===== src/rtl/pmw_params.svh =====
// Constants for page-mode wait-state sequencing
`ifndef PMW_PARAMS_SVH
`define PMW_PARAMS_SVH

// ----------------------------------------------------------------
// Geometry
// ----------------------------------------------------------------
`define PMW_BANKS 4
`define PMW_BANK_W 2
`define PMW_ROW_W 12
`define PMW_WS_W 3
`define PMW_ADD_W 2
`define PMW_CNT_W 4

// ----------------------------------------------------------------
// Wait-state counts, in processor clocks
// ----------------------------------------------------------------
`define PMW_WS_0 3'h0
`define PMW_WS_1 3'h1
`define PMW_WS_2 3'h2
`define PMW_WS_3 3'h3
`define PMW_WS_4 3'h4
`define PMW_WS_5 3'h5

// ----------------------------------------------------------------
// RAS precharge length on a page miss, in processor clocks
// ----------------------------------------------------------------
`define PMW_PRECHG_CYC 4'h2
`define PMW_XPRECHG_CYC 4'h1

// ----------------------------------------------------------------
// Reset values
// ----------------------------------------------------------------
`define PMW_RST_ROW 12'h000
`define PMW_RST_CNT 4'h0
`define PMW_RST_WS 3'h0

`endif


===== src/rtl/pmw_pkg.sv =====
// Types for page-mode wait-state sequencing
package pmw_pkg;

	// Cycle class as seen by the page comparator
	typedef enum logic [1:0] {
		PMW_HIT,
		PMW_FIRST,
		PMW_MISS,
		PMW_CACHE
	} pmw_class_e;

	// Sequencer states
	typedef enum logic [1:0] {
		PMW_IDLE,
		PMW_PRECH,
		PMW_WAIT
	} pmw_state_e;

endpackage : pmw_pkg


===== src/rtl/pmw_cls_if.sv =====
// Carrier between the sequencer and the wait-state table
`timescale 1ns/1ps
interface pmw_cls_if;
	import pmw_pkg::*;
	pmw_class_e cls;
	logic write;
	logic pipe;
	logic xpre;
	logic cache_on;
	logic raw;
	logic [2:0] ws;

	modport seq (output cls, output write, output pipe, output xpre, output cache_on,
		output raw, input ws);
	modport tab (input cls, input write, input pipe, input xpre, input cache_on,
		input raw, output ws);
endinterface : pmw_cls_if


===== src/rtl/pmw_seq.sv =====
// Page-mode DRAM wait-state sequencer
`timescale 1ns/1ps
`include "pmw_params.svh"

module pmw_seq
	import pmw_pkg::*;
(
	input wire logic mclk,
	input wire logic nrst,
	input wire logic cyc_start,
	input wire logic cyc_write,
	input wire logic [`PMW_BANK_W-1:0] cyc_bank,
	input wire logic [`PMW_ROW_W-1:0] cyc_row,
	input wire logic cyc_ems,
	input wire logic cache_hit,
	input wire logic other_cyc,
	input wire logic cfg_pipe,
	input wire logic cfg_xpre,
	input wire logic [`PMW_ADD_W-1:0] cfg_add_ws,
	input wire logic cfg_cache,
	input wire logic cfg_banks_equal,
	output logic cyc_ready,
	output logic busy,
	output logic ras_prech_q,
	output pmw_class_e class_q,
	output logic [`PMW_CNT_W-1:0] ws_q
);

	// ----------------------------------------------------------------
	// Declarations
	// ----------------------------------------------------------------
	pmw_cls_if cif ();
	pmw_state_e state_q;
	pmw_state_e state_d;
	logic [`PMW_ROW_W-1:0] open_row_q [`PMW_BANKS];
	logic [`PMW_BANKS-1:0] open_vld_q;
	logic first_q;
	logic last_wr_q;
	logic [`PMW_CNT_W-1:0] cnt_q;
	logic [`PMW_CNT_W-1:0] total;
	logic [`PMW_CNT_W-1:0] prech_len;
	logic go_direct;
	logic start_ok;
	logic dram_cyc;
	pmw_class_e cls;

	// ----------------------------------------------------------------
	// Classification
	// ----------------------------------------------------------------
	// Page compare for one bank
	function automatic logic row_match(input logic vld, input logic [`PMW_ROW_W-1:0] a,
		input logic [`PMW_ROW_W-1:0] b);
		return vld && (a == b);
	endfunction : row_match

	// Classify the incoming cycle
	always_comb begin
		cls = PMW_MISS;
		if (cfg_cache && !cyc_write && cache_hit) begin
			cls = PMW_CACHE;
		end else if (first_q && cfg_banks_equal && !cyc_ems) begin
			cls = PMW_FIRST;
		end else if (row_match(open_vld_q[cyc_bank], open_row_q[cyc_bank], cyc_row)) begin
			cls = PMW_HIT;
		// unequal banks or EMS fall to miss
		end else begin
			cls = PMW_MISS;
		end
	end

	// Feed the wait-state table
	assign cif.cls = cls;
	assign cif.write = cyc_write;
	assign cif.pipe = cfg_pipe;
	assign cif.xpre = cfg_xpre;
	assign cif.cache_on = cfg_cache;
	assign cif.raw = last_wr_q;

	pmw_ws_table u_table (
		.t(cif.tab)
	);

	// ----------------------------------------------------------------
	// Wait-state total
	// ----------------------------------------------------------------
	// table count plus configured extra waits
	assign total = {1'b0, cif.ws} + {2'b00, cfg_add_ws};

	// Precharge phase length on a miss
	assign prech_len = cfg_xpre ? (`PMW_PRECHG_CYC + `PMW_XPRECHG_CYC) : `PMW_PRECHG_CYC;

	// Cycle accepted only while idle
	assign start_ok = cyc_start && (state_q == PMW_IDLE);
	assign go_direct = start_ok && (total == `PMW_RST_CNT);
	assign dram_cyc = start_ok && (cls != PMW_CACHE);

	// ----------------------------------------------------------------
	// Sequencer
	// ----------------------------------------------------------------
	// Next state
	always_comb begin
		state_d = state_q;
		case (state_q)
			PMW_IDLE: begin
				if (start_ok && !go_direct) begin
					state_d = (cls == PMW_MISS) ? PMW_PRECH : PMW_WAIT;
				end
			end
			PMW_PRECH: begin
				if (cnt_q == `PMW_CNT_W'(1)) begin
					state_d = PMW_IDLE;
				end else if (ws_q - cnt_q + `PMW_CNT_W'(1) >= prech_len) begin
					state_d = PMW_WAIT;
				end
			end
			PMW_WAIT: begin
				if (cnt_q == `PMW_CNT_W'(1)) begin
					state_d = PMW_IDLE;
				end
			end
			default: state_d = PMW_IDLE;
		endcase
	end

	// State register
	always_ff @(posedge mclk) begin
		if (!nrst) begin
			state_q <= PMW_IDLE;
		end else begin
			state_q <= state_d;
		end
	end

	// Wait countdown
	always_ff @(posedge mclk) begin
		if (!nrst) begin
			cnt_q <= `PMW_RST_CNT;
		end else if (start_ok) begin
			cnt_q <= total;
		end else if (cnt_q != `PMW_RST_CNT) begin
			cnt_q <= cnt_q - `PMW_CNT_W'(1);
		end
	end

	// Captured class and wait count of the current cycle
	always_ff @(posedge mclk) begin
		if (!nrst) begin
			class_q <= PMW_HIT;
			ws_q <= `PMW_RST_CNT;
		end else if (start_ok) begin
			class_q <= cls;
			ws_q <= total;
		end
	end

	// precharge only on a true miss
	always_ff @(posedge mclk) begin
		if (!nrst) begin
			ras_prech_q <= 1'b0;
		end else begin
			ras_prech_q <= (state_d == PMW_PRECH);
		end
	end

	// Ready at the last wait, or at once with no wait
	assign cyc_ready = go_direct || ((state_q != PMW_IDLE) && (cnt_q == `PMW_CNT_W'(1)));
	assign busy = (state_q != PMW_IDLE);

	// ----------------------------------------------------------------
	// Page tracking
	// ----------------------------------------------------------------
	// open rows, one per bank
	generate
		for (genvar b = 0; b < `PMW_BANKS; b++) begin : g_bank
			always_ff @(posedge mclk) begin
				if (!nrst) begin
					open_row_q[b] <= `PMW_RST_ROW;
					open_vld_q[b] <= 1'b0;
				end else if (other_cyc) begin
					open_vld_q[b] <= 1'b0;
				end else if (dram_cyc && (cyc_bank == `PMW_BANK_W'(b))) begin
					open_row_q[b] <= cyc_row;
					open_vld_q[b] <= 1'b1;
				end
			end
		end
	endgenerate

	// other master leaves all RAS high
	always_ff @(posedge mclk) begin
		if (!nrst) begin
			first_q <= 1'b0;
		end else if (other_cyc) begin
			first_q <= 1'b1;
		end else if (dram_cyc) begin
			first_q <= 1'b0;
		end
	end

	// remember a write for read after write
	always_ff @(posedge mclk) begin
		if (!nrst) begin
			last_wr_q <= 1'b0;
		end else if (other_cyc) begin
			last_wr_q <= 1'b0;
		end else if (start_ok) begin
			last_wr_q <= cyc_write;
		end
	end

endmodule : pmw_seq


===== src/rtl/pmw_ws_table.sv =====
// Wait-state table for page-mode DRAM cycles
`timescale 1ns/1ps
`include "pmw_params.svh"
module pmw_ws_table
	import pmw_pkg::*;
(
	pmw_cls_if.tab t
);

	// ----------------------------------------------------------------
	// Lookup
	// ----------------------------------------------------------------
	function automatic logic [2:0] ws_lookup(input pmw_class_e c, input logic wr,
		input logic pp, input logic xp, input logic co, input logic rw);
		logic [2:0] r;
		r = `PMW_WS_0;
		if (co) begin
			// Discrete cache present
			case (c)
				PMW_CACHE: r = `PMW_WS_0;
				PMW_HIT: r = wr ? `PMW_WS_0 : `PMW_WS_1;
				PMW_FIRST: r = wr ? `PMW_WS_1 : `PMW_WS_3;
				PMW_MISS: r = wr ? (xp ? `PMW_WS_3 : `PMW_WS_2) : (xp ? `PMW_WS_5 : `PMW_WS_4);
				default: r = `PMW_WS_0;
			endcase
		end else if (wr) begin
			case (c)
				PMW_HIT: r = pp ? `PMW_WS_0 : `PMW_WS_1;
				PMW_FIRST: r = pp ? `PMW_WS_1 : `PMW_WS_2;
				PMW_MISS: r = pp ? (xp ? `PMW_WS_3 : `PMW_WS_2) : (xp ? `PMW_WS_4 : `PMW_WS_3);
				default: r = `PMW_WS_0;
			endcase
		end else begin
			case (c)
				// read page hit, read after write
				PMW_HIT: r = pp ? (rw ? `PMW_WS_1 : `PMW_WS_0) : `PMW_WS_1;
				PMW_FIRST: r = pp ? `PMW_WS_2 : `PMW_WS_3;
				PMW_MISS: r = pp ? (xp ? `PMW_WS_4 : `PMW_WS_3) : (xp ? `PMW_WS_5 : `PMW_WS_4);
				default: r = `PMW_WS_0;
			endcase
		end
		return r;
	endfunction : ws_lookup

	// Table output
	assign t.ws = ws_lookup(t.cls, t.write, t.pipe, t.xpre, t.cache_on, t.raw);

endmodule : pmw_ws_table


===== config.mk =====
export PLATFORM = sky130hd
export DESIGN_NAME = pmw_seq
export DESIGN_NICKNAME = d
export VERILOG_FILES = /design/src/rtl/pmw_pkg.sv /design/src/rtl/pmw_cls_if.sv /design/src/rtl/pmw_seq.sv /design/src/rtl/pmw_ws_table.sv
export VERILOG_INCLUDE_DIRS = /design/src /design/src/rtl
export SDC_FILE = /design/constraint.sdc
export NUM_CORES = 1
export LEC_CHECK = 0
export BUFFER_PORTS_ARGS = -buffer_cell sky130_fd_sc_hd__buf_2
export CAP_MARGIN = 20
export CORE_MARGIN = 2
export CORE_UTILIZATION = 45
export DETAILED_ROUTE_END_ITERATION = 6
export PLACE_DENSITY = 0.71
export SYNTH_ARGS = -nofsm -noshare
export SYNTH_HDL_FRONTEND = slang
export SYNTH_SLANG_ARGS = --single-unit

===== constraint.sdc =====
create_clock -name mclk -period 4.3 [get_ports mclk]
set_input_delay 0.215 -clock mclk [delete_from_list [all_inputs] [get_ports mclk]]
set_output_delay 0.215 -clock mclk [all_outputs]
set_load 0.005 [all_outputs]

### Word-level counts from Yosys, hierarchy flattened

Memory sizes are Yosys's and may differ from the RTL's.
Index checks and enable logic that the tools add are counted.

| operators by class | value |
|---|---|
| add/subtract/negate cells | 4 |
| $lt $le $gt $ge | 2 |
| equality and inequality tests | 12 |
| muxes and demuxes | 55 |
| bitwise logic cells | 5 |
| reduce and logical (&&, ||, !) cells | 27 |

Operators with widths:

| cell | number |
|---|---|
| 12-bit 2-to-1 mux | 4 |
| 1-bit 2-to-1 mux | 27 |
| 3-bit 2-to-1 mux | 7 |
| 2-bit 2-to-1 mux | 10 |
| 3-bit one-hot mux with 3 select lines | 2 |
| 1-bit logical AND | 14 |
| 12-bit equality test | 1 |
| 3-bit one-hot mux with 4 select lines | 1 |
| 2-bit equality test, second input constant | 5 |
| 2-bit by 1-bit equality test with 1-bit output, second input constant | 4 |
| 4-bit 2-to-1 mux | 2 |
| 2-bit zero test | 3 |
| 2-bit one-hot mux with 3 select lines | 1 |
| 2-bit nonzero test | 3 |
| 3-bit by 2-bit adder with 4-bit output | 1 |
| 4-bit by 1-bit adder with 4-bit output, second input constant | 1 |
| 4-bit by 1-bit equality test with 1-bit output, second input constant | 1 |
| 4-bit by 2-bit greater-or-equal comparator with 1-bit output | 1 |
| 4-bit zero test | 1 |
| 1-bit OR | 4 |
| 4-bit nonzero test | 1 |
| 4-bit by 1-bit subtractor with 4-bit output, second input constant | 1 |
| 4-bit subtractor | 1 |
| 1-bit zero test | 3 |
| other kinds (6) | 6 |

| storage, ports and cells | value |
|---|---|
| bits in registers | 19 |
| bits in writable memories | 48 |
| input bits | 27 |
| output and inout bits | 9 |
| memories | 1 |

Memories:

| name | depth | width | read ports | clocked after memory_dff | write ports | RTL line | RTL |
|---|---|---|---|---|---|---|---|
| open_row_q | 4 | 12 | 1 | 0 | 4 | pmw_seq.sv:35 | `` logic [`PMW_ROW_W-1:0] open_row_q [`PMW_BANKS]; `` |

### Depth between registers and ports, before layout

| depth | value |
|---|---|
| word-level depth | 18 |
| depth in mapped cells | 17 |
| depth with buffers taken out | 15 |

### Hierarchy

Synthesis repeated with hierarchy kept, for this count alone.

| unflattened totals | value |
|---|---|
| cell total of the unflattened synthesis | 331 |
| area total of the unflattened synthesis | 3,691.0 um2 |

Modules (own cells, without submodules):

| module | instances | cells an instance | area each (um2) | seq. area each (um2) |
|---|---|---|---|---|
| pmw_seq | 1 | 304 | 3,490.8 | 1,821.7 |
| pmw_ws_table | 1 | 27 | 200.2 | 0.0 |

### Worst setup path before layout

No wires, ideal clock.

| timing path | value |
|---|---|
| path type | input-to-output |
| start | input port cyc_bank[0] |
| end | output port cyc_ready |
| data arrival time | 3,401 ps |
| data required time | 4,085 ps |
| setup slack | 684 ps |
| cell stages on the path | 16 |
| cell sequence | buf_6 -> mux4_1 -> xnor2_1 -> nand4_1 -> nor4_1 -> nand2_1 -> and2_4 -> a221oi_2 -> a311o_1 -> ha_1 -> inv_1 -> fa_1 -> nor3b_1 -> nand2_1 -> mux2i_1 -> o2bb2ai_1 |

| on the way | value |
|---|---|
| word-level cells in the longest chain between the ends | 14 |
| elaborated cells on any way between the ends | 21 |

Ends and longest elaborated chain:

| what | RTL line | RTL |
|---|---|---|
| from (decl) | pmw_seq.sv:12 | `` input wire logic [`PMW_BANK_W-1:0] cyc_bank, `` |
| memory 4 x 12 bit / 1-bit binary-select mux with 2-bit select (equally long branches) | n/a |  |
| 12-bit equality test / 1-bit 2-to-1 mux (equally long branches) | pmw_seq.sv:53, pmw_seq.sv:63 |  |
| 1-bit logical AND * | pmw_seq.sv:53 | `return vld && (a == b);` |
| 2-bit 2-to-1 mux * | pmw_seq.sv:63 | `end else if (row_match(open_vld_q[cyc_bank], open_row_q[cyc_bank], cyc_row)) begin` |
| 2-bit 2-to-1 mux * | pmw_seq.sv:61 | `end else if (first_q && cfg_banks_equal && !cyc_ems) begin` |
| 2-bit 2-to-1 mux * | pmw_seq.sv:59 | `if (cfg_cache && !cyc_write && cache_hit) begin` |
| 2-bit equality test, or another cell as far along | pmw_ws_table.sv:19, pmw_ws_table.sv:27, pmw_ws_table.sv:34 |  |
| 3-bit one-hot mux with 3 select lines (on tied branches) | pmw_ws_table.sv:34, pmw_ws_table.sv:27 |  |
| 3-bit 2-to-1 mux | pmw_ws_table.sv:26 | `end else if (wr) begin` |
| 3-bit 2-to-1 mux * | pmw_ws_table.sv:17 | `if (co) begin` |
| 3-bit by 2-bit adder with 4-bit output * | pmw_seq.sv:87 | `assign total = {1'b0, cif.ws} + {2'b00, cfg_add_ws};` |
| 4-bit zero test (no source line) * | n/a |  |
| 1-bit logical AND * | pmw_seq.sv:94 | `` assign go_direct = start_ok && (total == `PMW_RST_CNT); `` |
| 1-bit logical OR * | pmw_seq.sv:166 | `` assign cyc_ready = go_direct \|\| ((state_q != PMW_IDLE) && (cnt_q == `PMW_CNT_W'(1))); `` |
| to (decl) | pmw_seq.sv:22 | `output logic cyc_ready,` |

Every way passes the cells marked *; elsewhere a longest branch is shown, timed or not. The select of a mux whose other input is x is not followed.

### Final worst setup path

| timing path | value |
|---|---|
| start | memory open_row_q[3][4] (netlist bit) |
| end | output port cyc_ready |

| on the way | value |
|---|---|
| word-level cells in the longest chain between the ends | 14 |
| elaborated cells on any way between the ends | 19 |

Ends and longest elaborated chain:

| what | RTL line |
|---|---|
| from (decl) | pmw_seq.sv:35 |
| memory 4 x 12 bit * | n/a |
| 12-bit equality test * | pmw_seq.sv:53 |
| 1-bit logical AND * | pmw_seq.sv:53 |
| 2-bit 2-to-1 mux * | pmw_seq.sv:63 |
| 2-bit 2-to-1 mux * | pmw_seq.sv:61 |
| 2-bit 2-to-1 mux * | pmw_seq.sv:59 |
| 2-bit equality test, or another cell as far along | pmw_ws_table.sv:19, pmw_ws_table.sv:27, pmw_ws_table.sv:34 |
| 3-bit one-hot mux with 3 select lines (on tied branches) | pmw_ws_table.sv:34, pmw_ws_table.sv:27 |
| 3-bit 2-to-1 mux | pmw_ws_table.sv:26 |
| 3-bit 2-to-1 mux * | pmw_ws_table.sv:17 |
| 3-bit by 2-bit adder with 4-bit output * | pmw_seq.sv:87 |
| 4-bit zero test (no source line) * | n/a |
| 1-bit logical AND * | pmw_seq.sv:94 |
| 1-bit logical OR * | pmw_seq.sv:166 |

Every way passes the cells marked *; elsewhere a longest branch is shown, timed or not.

==> impl_metrics.csv <==
group,metric,value,unit
run_status,outcome,"completed",
final_layout,n_fill_cell,670,
clock_network,cts.sinks,67,
global_route,grt_use_total,18.2,%
pwr,p_leak,1.74,nW
final_layout,area_growth,15.3,%
setup_path,critical_path_buf_inv_count,2,
clock_network,cts_tree,"done",
worst_hold_path,holdPathStages,3,
timing,finalSetupViolations,0,
yosys,synth_top_area_cell,"edfxtp_1",
place,numPortBuffers,35,
clock_network,clk_pin_slew,80,ps
drt,vias_per_cell,5.38,
yosys,yosysMostFrequentCell,"and2_1",
global_route,antenna_found_initial,0,
yosys,synth_warnings,0,
floorplan,die_width,93.1,um
timing,fin_crit,4230,ps
final_layout,seq_area,0.00182,mm^2
worst_hold_path,min_to,"first_q",
setup_path,startpoint_type,"flop",
yosys,synth_common_cells,"and2_1 (50), edfxtp_1 (48), nand2_1 (21), dfxtp_1 (19), inv_1 (18)",
yosys,synth_nets,342,
setup_path,worst_path_most_repeated_cell,"nand2_1",
clock_network,cts-htree-levels,3,
timing,setup_ws,70.4,ps
yosys,synth_edf_count,48,
yosys,synth_area_per_cell,11.9,um^2
yosys,syn_inst,300,
global_route,grt-ovfl-total,0,
setup_path,cp.arrival,4010,ps
place,routabilityCongestion,0.834,
yosys,ys_seq_area_share,50.9,%
floorplan,start_util,46.3,%
floorplan,die-area,0.00868,mm^2
drt,drt-total-wl,7.29,mm
drt,drc,0,
yosys,ys_types,50,
clock_network,cts_buffer_depth,2,
place,place_worst_setup_slack,52.9,ps
setup_path,r2r_start,"open_row_q[3][4]",
floorplan,num_rows,32,
timing,relSlewSlack,40.2,%
drt,antenna_left,0,
timing,slew_viol_final,0,
timing,finalHoldViolCount,0,
timing,worstMarginPinSlew,894,ps
place,dp_hpwl,4.99,mm
yosys,synthArstFlopShare,0,%
setup_path,path_max_fanout,3,
global_route,grt_pass1_wl,11.8,mm
timing,fin_skew,7.64,ps
clock_network,cts_inserted_buffers,9,
yosys,ys_ff_latch,67,
clock_network,hold_buffers,0,
floorplan,core-area,0.00773,mm^2
setup_path,crit_slowest_cell,"fa_1",
yosys,synthesis.area,0.00358,mm^2
drt,firstDrtPassIters,4,
drt,dr.first_iter.drc_count,174,
timing,fmax,236,MHz
setup_path,cp_top_family,"simple AND/OR/NAND/NOR gates",
pwr,peakVddDrop,188,uV
final_layout,drive_above_1_share,23.1,%
flow_run,drv_cap,0,
setup_path,reg2reg_to,"ras_prech_q",
global_route,grt_max_degree,24,
setup_path,r2r_slack,680,ps
timing,finalSetupTns,0,ps
final_layout,multi_input_area,0.00165,mm^2
worst_hold_path,holdCritPathClass,"in -> reg",
floorplan,die_h,93.1,um
setup_path,slowest_delay,520,ps
final_layout,n_antenna_cell,0,
timing,rsz0062_at_grt,"true",
setup_path,cp.required,4090,ps
drt,via_count,2414,
yosys,synth.area.top_cells,"edfxtp_1 (40%), dfxtp_1 (11%), and2_1 (8.7%)",
clock_network,root_buffer,"clkbuf_8",
setup_path,crit_path_end_kind,"output pin",
floorplan,ios,36,
pwr,total_power,1.83,mW
yosys,synthFlopType,"edfxtp_1",
timing,period_share,98.4,%
clock_network,clkLatencyLatePin,350,ps
setup_path,r2r_cells,15,
drt,drt-wirelength-per-cell,16.2,um
pwr,power_density,445,mW/mm^2
final_layout,nNetsFinal,384,
setup_path,path_class,"reg -> out",
global_route,grt_pass1_vias,2331,
yosys,yosysTopAreaCellShare,40.3,%
worst_hold_path,min_from,"other_cyc",
setup_path,cp_cell_sequence,"mux4_2, xnor2_2, nand4_1, nor4_1, nand2_1, and2_4, a221oi_2, a311o_1, ha_2, inv_2, fa_1, nor3b_2, nand2_1, mux2i_2, o2bb2ai_1, buf_2",
## final cells by class
type / instances / area share (%)
inverter: 18 / 1.64
tap: 102 / 3.10
multi-input combinational: 203 / 40.1
clock buffer: 10 / 3.10
clock inverter: 6 / 2.19
sequential: 67 / 44.2
timing repair buffer: 43 / 5.71
## tightest hold or removal path, stage by stage
cell	delay [ps]
buf_2	130
a21oi_1	50
nor2b_1	90
## logic make-up (layout without fill, tap and decap cells)
family,count (synthesis),after routing,share of synthesized area [%]
AND/OR/NAND/NOR,107,107,16.8
flip-flops,67,67,50.9
AO/OA/AOI/OAI,40,40,7.94
buffers and inverters,30,77,3.64
multiplexers,21,21,10.1
XOR/XNOR,20,20,4.90
adder cells (fa/ha/maj),15,15,5.67
## through the flow
step / instance area (um^2) / cells / hold WS, ps / utilization (%)
after CTS: 4100 / 447 / 154 / 53.1
after global placement: 3860 / 431 / 428 / 50.0
after floorplan: 3580 / 300 / 354 / -
final: 4120 / 449 / 171 / 53.4
after detailed placement: 3860 / 431 / 432 / 50.0
after global routing: 4120 / 449 / 194 / 53.4
## registers in the layout, indices dropped and copies added, names as in the netlist, 2 cells and up
signal / flops
open_row_q: 48
state_q: 2
cnt_q: 4
ws_q: 4
open_vld_q: 4
class_q: 2
## routing by layer
layer	GRT usage (%)	share of wire (%)	up-vias
li1	-	-	1158
met1	23.6	45	1183
met2	28.4	48	58
met3	3.79	4.6	15
met4	10.4	2.8	0
met5	0	0	-
## repair_timing
item / 4_1_cts / 5_1_grt
pin swaps: 4 / 8
setup buffers: 0 / 2
resized for setup: 4 / 4
endpoints found under the setup margin: 1 / 1
## cells in the final DEF (no fill, tap or decap), drive strengths merged, types with 3 or more instances in the layout
cell type,count
and2,51
edfxtp,48
buf,43
nand2,21
dfxtp,19
inv,18
ha,13
mux4,11
xor2,10
nor2,10
clkbuf,10
xnor2,10
a21oi,8
mux2i,8
o21ai,8
nand3,4
nor2b,4
a21o,4
nor4,4
a31o,4
a21boi,4
and3,3
nand4,3
clkinv,3
## power breakdown
part / internal [mW] / switching, mW
clock network: 0.328 / 0.256
registers: 0.756 / 0.0386
logic: 0.207 / 0.249
## worst max path at each step
stage	cells past startpoint	slack [ps]	endpoint	start
floorplan	16	680	cyc_ready	cyc_bank[0]
CTS	16	40	cyc_ready	open_row_q[1][9]
global placement	17	120	cyc_ready	cyc_bank[0]
detailed placement	17	50	cyc_ready	cyc_bank[0]
finish	16	70	cyc_ready	open_row_q[3][4]
global route	16	-190	cyc_ready	open_row_q[3][4]
Note: power is estimated with default switching activity, not from simulation.
